`config.mk`:
```
export PLATFORM = sky130hd
export DESIGN_NAME = terminal_register_access_port
export DESIGN_NICKNAME = d
export VERILOG_FILES = /design/src/user_reg_bank.v /design/src/terminal_register_access_port.v
export VERILOG_INCLUDE_DIRS = /design/src /design/src/src
export SDC_FILE = /design/constraint.sdc
export NUM_CORES = 1
export LEC_CHECK = 0
export BUFFER_PORTS_ARGS = -buffer_cell sky130_fd_sc_hd__buf_4
export CELL_PAD_IN_SITES_DETAIL_PLACEMENT = 1
export CELL_PAD_IN_SITES_GLOBAL_PLACEMENT = 1
export CORE_MARGIN = 2
export CORE_UTILIZATION = 46
export DETAILED_ROUTE_END_ITERATION = 8
export PLACE_DENSITY_LB_ADDON = 0.1
export SYNTH_ARGS = -nofsm -noshare
export SYNTH_HDL_FRONTEND = slang
export SYNTH_SLANG_ARGS = --single-unit
```
`constraint.sdc`:
```
create_clock -name MCLK -period 4.18 [get_ports MCLK]
set_input_delay 0.836 -clock MCLK [delete_from_list [all_inputs] [get_ports MCLK]]
set_output_delay 0.836 -clock MCLK [all_outputs]
set_load 0.03 [all_outputs]
```
`src/regport_defs.vh`:
```
// Constants for the terminal register access port
`ifndef REGPORT_DEFS_VH
`define REGPORT_DEFS_VH

// ============================================================
// Control and status byte fields
`define RP_MODE_BIT        7
`define RP_DIR_BIT         6
`define RP_NUM_MSB         5
`define RP_NUM_LSB         0
`define RP_NUM_W           6
`define RP_DIR_MASK        8'h40

// ============================================================
// Register numbers
`define RP_REG_TYPE        6'h08
`define RP_REG_FIRMWARE    6'h09
`define RP_REG_CODE_WORD   6'h1f
`define RP_REG_FEATURE     6'h20

// ============================================================
// Code word values
`define RP_UNLOCK_WORD     16'h1235
`define RP_RELOCK_WORD     16'h0000

// ============================================================
// Reset values
`define RP_CODE_WORD_RST   16'h0000
`define RP_FEATURE_RST     16'h0000
`define RP_STATUS_RST      8'h00
`define RP_WORD_RST        16'h0000

`endif

```
`src/user_reg_bank.v`:
```
// Stored user registers with code word write protection
`include "regport_defs.vh"
`default_nettype none

module user_reg_bank #(
    parameter [15:0] TYPE_ID   = 16'h0001,  // Arbitrary identification value
    parameter [15:0] FW_ID     = 16'h0001   // Arbitrary identification value
) (
    // Clock and reset
    input  wire        clk,
    input  wire        rst,
    // Write request
    input  wire        wr_en,
    input  wire [5:0]  wr_num,
    input  wire [15:0] wr_data,
    // Read port
    input  wire [5:0]  rd_num,
    output reg  [15:0] rd_data,
    // Stored feature value and unlock flag
    output wire [15:0] feature_stored,
    output wire        unlocked
);

    // ============================================================
    // Storage
    reg [15:0] code_word_q;
    reg [15:0] feature_q;
    reg        unlocked_q;

    assign feature_stored = feature_q;
    assign unlocked       = unlocked_q;

    always @(posedge clk) begin
        if (rst) begin
            code_word_q <= `RP_CODE_WORD_RST;
            feature_q   <= `RP_FEATURE_RST;
            unlocked_q  <= 1'b0;
        end else if (wr_en) begin
            if (wr_num == `RP_REG_CODE_WORD) begin
                code_word_q <= wr_data;
                // Only the exact unlock word opens; 0x0000 and all else relock
                unlocked_q  <= (wr_data == `RP_UNLOCK_WORD);
            end else if (wr_num == `RP_REG_FEATURE && unlocked_q) begin
                feature_q   <= wr_data;
            end
        end
    end

    // ============================================================
    // Read mux; unmapped numbers read as zero
    always @* begin
        if (rd_num == `RP_REG_CODE_WORD) begin
            rd_data = code_word_q;
        end else if (rd_num == `RP_REG_FEATURE) begin
            rd_data = feature_q;
        end else if (rd_num == `RP_REG_TYPE) begin
            rd_data = TYPE_ID;
        end else if (rd_num == `RP_REG_FIRMWARE) begin
            rd_data = FW_ID;
        end else begin
            rd_data = 16'h0000;
        end
    end

endmodule // user_reg_bank

`default_nettype wire

```
`src/terminal_register_access_port.v`:
```
// Register communication engine of a bus terminal process image
`include "regport_defs.vh"
`default_nettype none

// Behaviour
// Control byte bit 7 high selects register communication instead of process data.
// Bit 6 high writes the register; low reads it without change.
// Bits 5..0 carry the binary register number, e.g. 32 as 10 0000.
// Write receipt is the control byte with bit 6 cleared.
// After a write receipt the partner ignores the input data word.
// Read receipt echoes the unmodified control byte.
// Read returns register contents, high byte in byte 1, low in byte 2.
// Output data word is ignored for reads.
// Output word high byte is byte 1, low byte 2; write stores it.
// Writing 0x0000 to register 31 re-enables write protection.
// Register 32 holds terminal-specific feature bits, same access protocol.
// User registers read-only unless register 31 holds 0x1235.
// Any other value written to register 31 restores write protection.
// Changed registers take effect only after the next power-up restart.
// Partner holds control byte and word until the receipt appears.
module terminal_register_access_port #(
    parameter [15:0] TYPE_ID = 16'h0001,    // Arbitrary identification value
    parameter [15:0] FW_ID   = 16'h0001     // Arbitrary identification value
) (
    // Clock and reset
    input  wire        MCLK,
    input  wire        SYS_RST,
    // Output process image from the coupler
    input  wire [7:0]  CTRL_BYTE,
    input  wire [7:0]  OUT_DATA_HI,
    input  wire [7:0]  OUT_DATA_LO,
    // Power-up restart request pin
    input  wire        POWER_UP_RESTART,
    // Input process image to the coupler
    output reg  [7:0]  STATUS_BYTE,
    output reg  [7:0]  IN_DATA_HI,
    output reg  [7:0]  IN_DATA_LO,
    // Feature bits in force and write unlock flag
    output reg  [15:0] FEATURE_ACTIVE,
    output reg         WRITE_UNLOCKED
);

    // ============================================================
    // Input capture
    // Process image comes from logic on MCLK, one stage only
    reg  [7:0]  ctrl_q;
    reg  [15:0] out_word_q;
    reg  [7:0]  last_ctrl_q;
    reg  [15:0] last_word_q;
    reg         seen_q;

    always @(posedge MCLK) begin
        if (SYS_RST) begin
            ctrl_q     <= 8'h00;
            out_word_q <= 16'h0000;
        end else begin
            ctrl_q     <= CTRL_BYTE;
            out_word_q <= {OUT_DATA_HI, OUT_DATA_LO};
        end
    end

    // ============================================================
    // Restart pin synchroniser and edge detect
    reg restart_meta_q;
    reg restart_sync_q;
    reg restart_prev_q;

    always @(posedge MCLK) begin
        if (SYS_RST) begin
            restart_meta_q <= 1'b0;
            restart_sync_q <= 1'b0;
            restart_prev_q <= 1'b0;
        end else begin
            restart_meta_q <= POWER_UP_RESTART;
            restart_sync_q <= restart_meta_q;
            restart_prev_q <= restart_sync_q;
        end
    end

    wire restart_rise = restart_sync_q & ~restart_prev_q;

    // ============================================================
    // Command decode
    function [1:0] decode_cmd;
        input [7:0] cb;
        begin
            decode_cmd = {cb[`RP_MODE_BIT], cb[`RP_DIR_BIT]};
        end
    endfunction

    wire [1:0] cmd_kind = decode_cmd(ctrl_q);
    wire       reg_mode = cmd_kind[1];
    wire       is_write = cmd_kind[1] & cmd_kind[0];
    wire [5:0] reg_num  = ctrl_q[`RP_NUM_MSB:`RP_NUM_LSB];

    // A command is new when the control byte or, for writes, the word changes.
    // The partner holding both stable lets one write execute once only.
    wire new_cmd = reg_mode &&
                   (!seen_q || ctrl_q != last_ctrl_q ||
                    (is_write && out_word_q != last_word_q));

    wire        bank_wr = new_cmd & is_write;
    wire [15:0] rd_data;
    wire [15:0] feature_stored;
    wire        unlocked;

    // ============================================================
    // Register storage
    user_reg_bank #(
        .TYPE_ID        (TYPE_ID),
        .FW_ID          (FW_ID)
    ) u_bank (
        .clk            (MCLK),
        .rst            (SYS_RST),
        .wr_en          (bank_wr),
        .wr_num         (reg_num),
        .wr_data        (out_word_q),
        .rd_num         (reg_num),
        .rd_data        (rd_data),
        .feature_stored (feature_stored),
        .unlocked       (unlocked)
    );

    // ============================================================
    // Command tracking
    reg [7:0]  last_ctrl_d;
    reg [15:0] last_word_d;
    reg        seen_d;

    always @* begin
        last_ctrl_d = last_ctrl_q;
        last_word_d = last_word_q;
        seen_d      = seen_q;
        if (!reg_mode) begin
            seen_d      = 1'b0;
        end else if (new_cmd) begin
            last_ctrl_d = ctrl_q;
            last_word_d = out_word_q;
            seen_d      = 1'b1;
        end
    end

    always @(posedge MCLK) begin
        if (SYS_RST) begin
            last_ctrl_q <= 8'h00;
            last_word_q <= 16'h0000;
            seen_q      <= 1'b0;
        end else begin
            last_ctrl_q <= last_ctrl_d;
            last_word_q <= last_word_d;
            seen_q      <= seen_d;
        end
    end

    // ============================================================
    // Receipt and read data
    // Next values formed apart so the output flops see one clean mux
    reg [7:0] status_d;
    reg [7:0] in_hi_d;
    reg [7:0] in_lo_d;

    always @* begin
        status_d = STATUS_BYTE;
        in_hi_d  = IN_DATA_HI;
        in_lo_d  = IN_DATA_LO;
        if (!reg_mode) begin
            // Process data mode lies outside this block
            status_d = `RP_STATUS_RST;
            in_hi_d  = 8'h00;
            in_lo_d  = 8'h00;
        end else if (new_cmd) begin
            if (is_write) begin
                // Data word left as is; partner treats it as invalid
                status_d = ctrl_q & ~`RP_DIR_MASK;
            end else begin
                status_d = ctrl_q;
                in_hi_d  = rd_data[15:8];
                in_lo_d  = rd_data[7:0];
            end
        end else if (!is_write) begin
            // Keep read data current while the read stays posted
            in_hi_d  = rd_data[15:8];
            in_lo_d  = rd_data[7:0];
        end
    end

    always @(posedge MCLK) begin
        if (SYS_RST) begin
            STATUS_BYTE <= `RP_STATUS_RST;
            IN_DATA_HI  <= 8'h00;
            IN_DATA_LO  <= 8'h00;
        end else begin
            STATUS_BYTE <= status_d;
            IN_DATA_HI  <= in_hi_d;
            IN_DATA_LO  <= in_lo_d;
        end
    end

    // ============================================================
    // Behaviour in force
    // Stored features sit inside the bank and are cleared by SYS_RST; the
    // active copy changes only on a restart or SYS_RST, so a write never acts at once.
    reg [15:0] feature_d;

    always @* begin
        feature_d = FEATURE_ACTIVE;
        if (restart_rise) begin
            feature_d = feature_stored;
        end
    end

    always @(posedge MCLK) begin
        if (SYS_RST) begin
            FEATURE_ACTIVE <= `RP_FEATURE_RST;
            WRITE_UNLOCKED <= 1'b0;
        end else begin
            WRITE_UNLOCKED <= unlocked;
            FEATURE_ACTIVE <= feature_d;
        end
    end

endmodule // terminal_register_access_port

`default_nettype wire

```
==> impl_metrics.yaml <==
outcome:
  status: "completed"
run:
  drv_cap: 0
clock_tree:
  cts_setup_buffers: 0
  tritoncts: "built"
  clk_pin_slew_ps: 60
  cts_hold_buf: 0
  cts-root-buf: "clkbuf_8"
  clockBufferDepth: 2
  cts_resized: 0
  insertion_delay_ps: 520
  clock_sinks: 125
  htreeDepth: 4
  numCtsBuffers: 17
place:
  post-dp-hpwl_mm: 8.051
  portBuffers: 67
  placedInstanceArea_um2: 5244
  place.gp.congestion: 0.7888
  dp_slack_ps: 1606
  dp_cells: 664
synthesis:
  syn_nets: 520
  ys_warn_count: 0
  avgSynthCellArea_um2: 9.505
  syn_inst: 493
  yosysTopAreaCell: "dfxtp_1"
  synth_area_um2: 4686
  ys_seq_area_share_pct: 53.40
  synth_top_cell_area_share_pct: 53.40
  synth_cell_types: 38
  synth_top_cells_by_area: "dfxtp_1 (53%), mux2i_1 (10%), nand2_1 (9.1%), xor2_1 (4.1%), nor2b_1 (3.9%)"
  ys_seq_elements: 125
pwr:
  power_density_nw_per_um2: 489.9
  power_switching_share_pct: 21.90
  clock_power_share_pct: 51.9
  leakagePower_nw: 2.498
  power_switching_uw: 626.6
  irDropWorstVdd_mv: 0.2259
  p_total_mw: 2.862
  pwr-share-comb_pct: 4.7
  p_seq_share_pct: 43.4
  p_int_mw: 2.235
route:
  wire_per_inst_um: 18.17
  drc: 0
  drt_wl_total_mm: 12.65
  final_antenna_net_count: 0
  vias: 3762
  first_pass_iters: 5
  via_per_inst: 5.405
  drt-initial-drc-count: 208
finish:
  fin_cells: 696
  fillCellCount: 1144
  utilization_pct: 59.48
  syn_to_final_growth_pct: 24.65
  final_layout_size_suffix_gt1_share_pct: 18.65
  finalNetCount: 577
  postLayoutCellArea_um2: 5841
  num_antenna_cells: 0
timing:
  fin_skew_ps: 10.67
  slew_violations: 0
  holdWs_ps: 433.3
  fin_setup_tns_ps: 0
  worst-slew-pin-transition_ps: 1108
  hold_violations: 0
  setup_ws_ps: 1460
  fin_crit_sh_pct: 65.06
  max_slew_margin_pct: 25.96
  min_period_ps: 2720
  fmax_mhz: 367.7
  rsz0062_at_grt: "false"
  setup_viol: 0
critical_path:
  cp.arrival_ps: 3120
  end_kind: "flip-flop"
  cp-start-kind: "flip-flop"
  path_max_fanout: 17
  slowest_delay_ps: 760
  cpMaxStageDelayCell: "a21o_1"
  cp_cell_sequence: "xor2_1, nor4_1, and4_1, a21o_1, mux2_2"
  worstPathRequired_ps: 4580
  cpLargestDelayFamily: "simple AND/OR/NAND/NOR gates"
  path_buf_inv: 0
  critical_path_class: "reg2reg"
grt:
  grt_overflow: 0
  grt_max_degree: 60
  antenna_found_initial: 0
  grt_pass1_wl_mm: 20.68
  track_usage_pct: 24.18
  grt_pass1_vias: 3940
die:
  fp-row-count: 36
  initial_core_util_pct: 47.72
  coreArea_um2: 9819
  die_y_um: 104.9
  io_pins: 68
  die_area_um2: 11010
  fp.dieW_um: 104.9
hold_path:
  min_path_type: "reg2reg"
path summary, 6_finish.rpt:
check / slack (ps) / cells after the start / to / startpoint
worst max-delay path: 1460 / 5 / u_bank.unlocked / out_word_q[5]
worst min-delay path: 430 / 2 / STATUS_BYTE[6] / STATUS_BYTE[6]
worst max register to register: 1460 / 5 / u_bank.unlocked / out_word_q[5]
worst min register to register: 430 / 2 / STATUS_BYTE[6] / STATUS_BYTE[6]
logic make-up after synthesis:
| family | share of synthesized area, % |
|---|---|
| muxes | 10.71 |
| xor gates and xnor gates | 4.299 |
| DFF | 53.40 |
| AOI/OAI and AO/OA | 10.95 |
| and+or+nand+nor | 17.04 |
| buffers and inverters | 3.605 |
worst reg2reg max path, delay by kind of cell (launching register included):
| kind | cells | cell delay (ps) |
|---|---|---|
| flops | 1 | 330 |
| simple gates | 2 | 930 |
| mux | 1 | 420 |
| xor+xnor | 1 | 160 |
| compound gates | 1 | 760 |
layout by cell type (no fill, tap or decap), types with 2 or more instances in the layout:
cell type,synthesis,final
nand4_1,4,4
dfxtp_1,125,125
o2111ai_1,6,6
clkinv_4,0,2
bufinv_16,0,4
buf_4,2,71
clkbuf_1,24,4
clkinv_2,0,3
xor2_1,22,22
nor4_1,5,5
o21ai_0,28,28
and4_1,2,2
inv_1,4,4
a21oi_1,31,31
mux2i_1,49,49
clkbuf_16,0,16
a22oi_1,15,15
a21o_1,2,2
nor2_1,6,5
nand2_1,114,114
clkinvlp_4,0,2
nor2b_1,29,29
power groups by stage:
stage               clock (mW)  sequential (mW)  combinational, mW
finish                    1.49             1.24              0.133
global route              1.55             1.25              0.146
CTS                       1.50             1.24              0.135
detailed placement           0             1.27              0.130
global placement             0             1.26              0.127
floorplan                    0             1.26             0.0828
layer usage:
layer	part of all wire [%]	vias up	wire length (µm)	GRT usage, %
met5	0	-	0	0
met4	1.7	0	212	12.00
met3	5.3	19	675	4.055
met2	48	119	6012	39.24
met1	45	1827	5748	31.08
li1	-	1797	-	-
cell usage after synthesis (all sizes together):
cell type,number
buf,9
o2111ai,6
nand2,114
or4bb,1
nor4b,1
o21a,1
nand2b,1
a22oi,15
nor3,1
a21oi,31
o21ai,28
and3,1
a2bb2oi,1
inv,5
a41oi,1
nor4,6
nand3,1
or3b,1
and4,2
nor2b,29
nand4,4
mux2i,49
xnor2,1
xor2,22
mux2,1
clkbuf,24
o22ai,1
nor2,6
nor3b,1
dfxtp,125
or4,1
a31oi,1
a21o,2
sequential cells by signal (all words and copies together) (netlist names):
signal,flops
FEATURE_ACTIVE,16
last_word_q,16
out_word_q,16
u_bank.code_word_q,16
u_bank.feature_stored,16
IN_DATA_HI,8
IN_DATA_LO,8
ctrl_q,8
last_ctrl_q,8
STATUS_BYTE,7
WRITE_UNLOCKED,1
restart_meta_q,1
restart_prev_q,1
restart_sync_q,1
seen_q,1
u_bank.unlocked,1
final cells by class:
type,count,area [µm²],share of cell area (%)
clock buffer,21,429.2,7.348
sequential,125,2502,42.84
inverter,5,18.77,0.3213
multi-input combinational,330,2023,34.64
tap,133,166.4,2.849
timing repair buffer,71,533.0,9.126
clock inverter,11,167.7,2.871
Power figures use the tool's default switching activity.
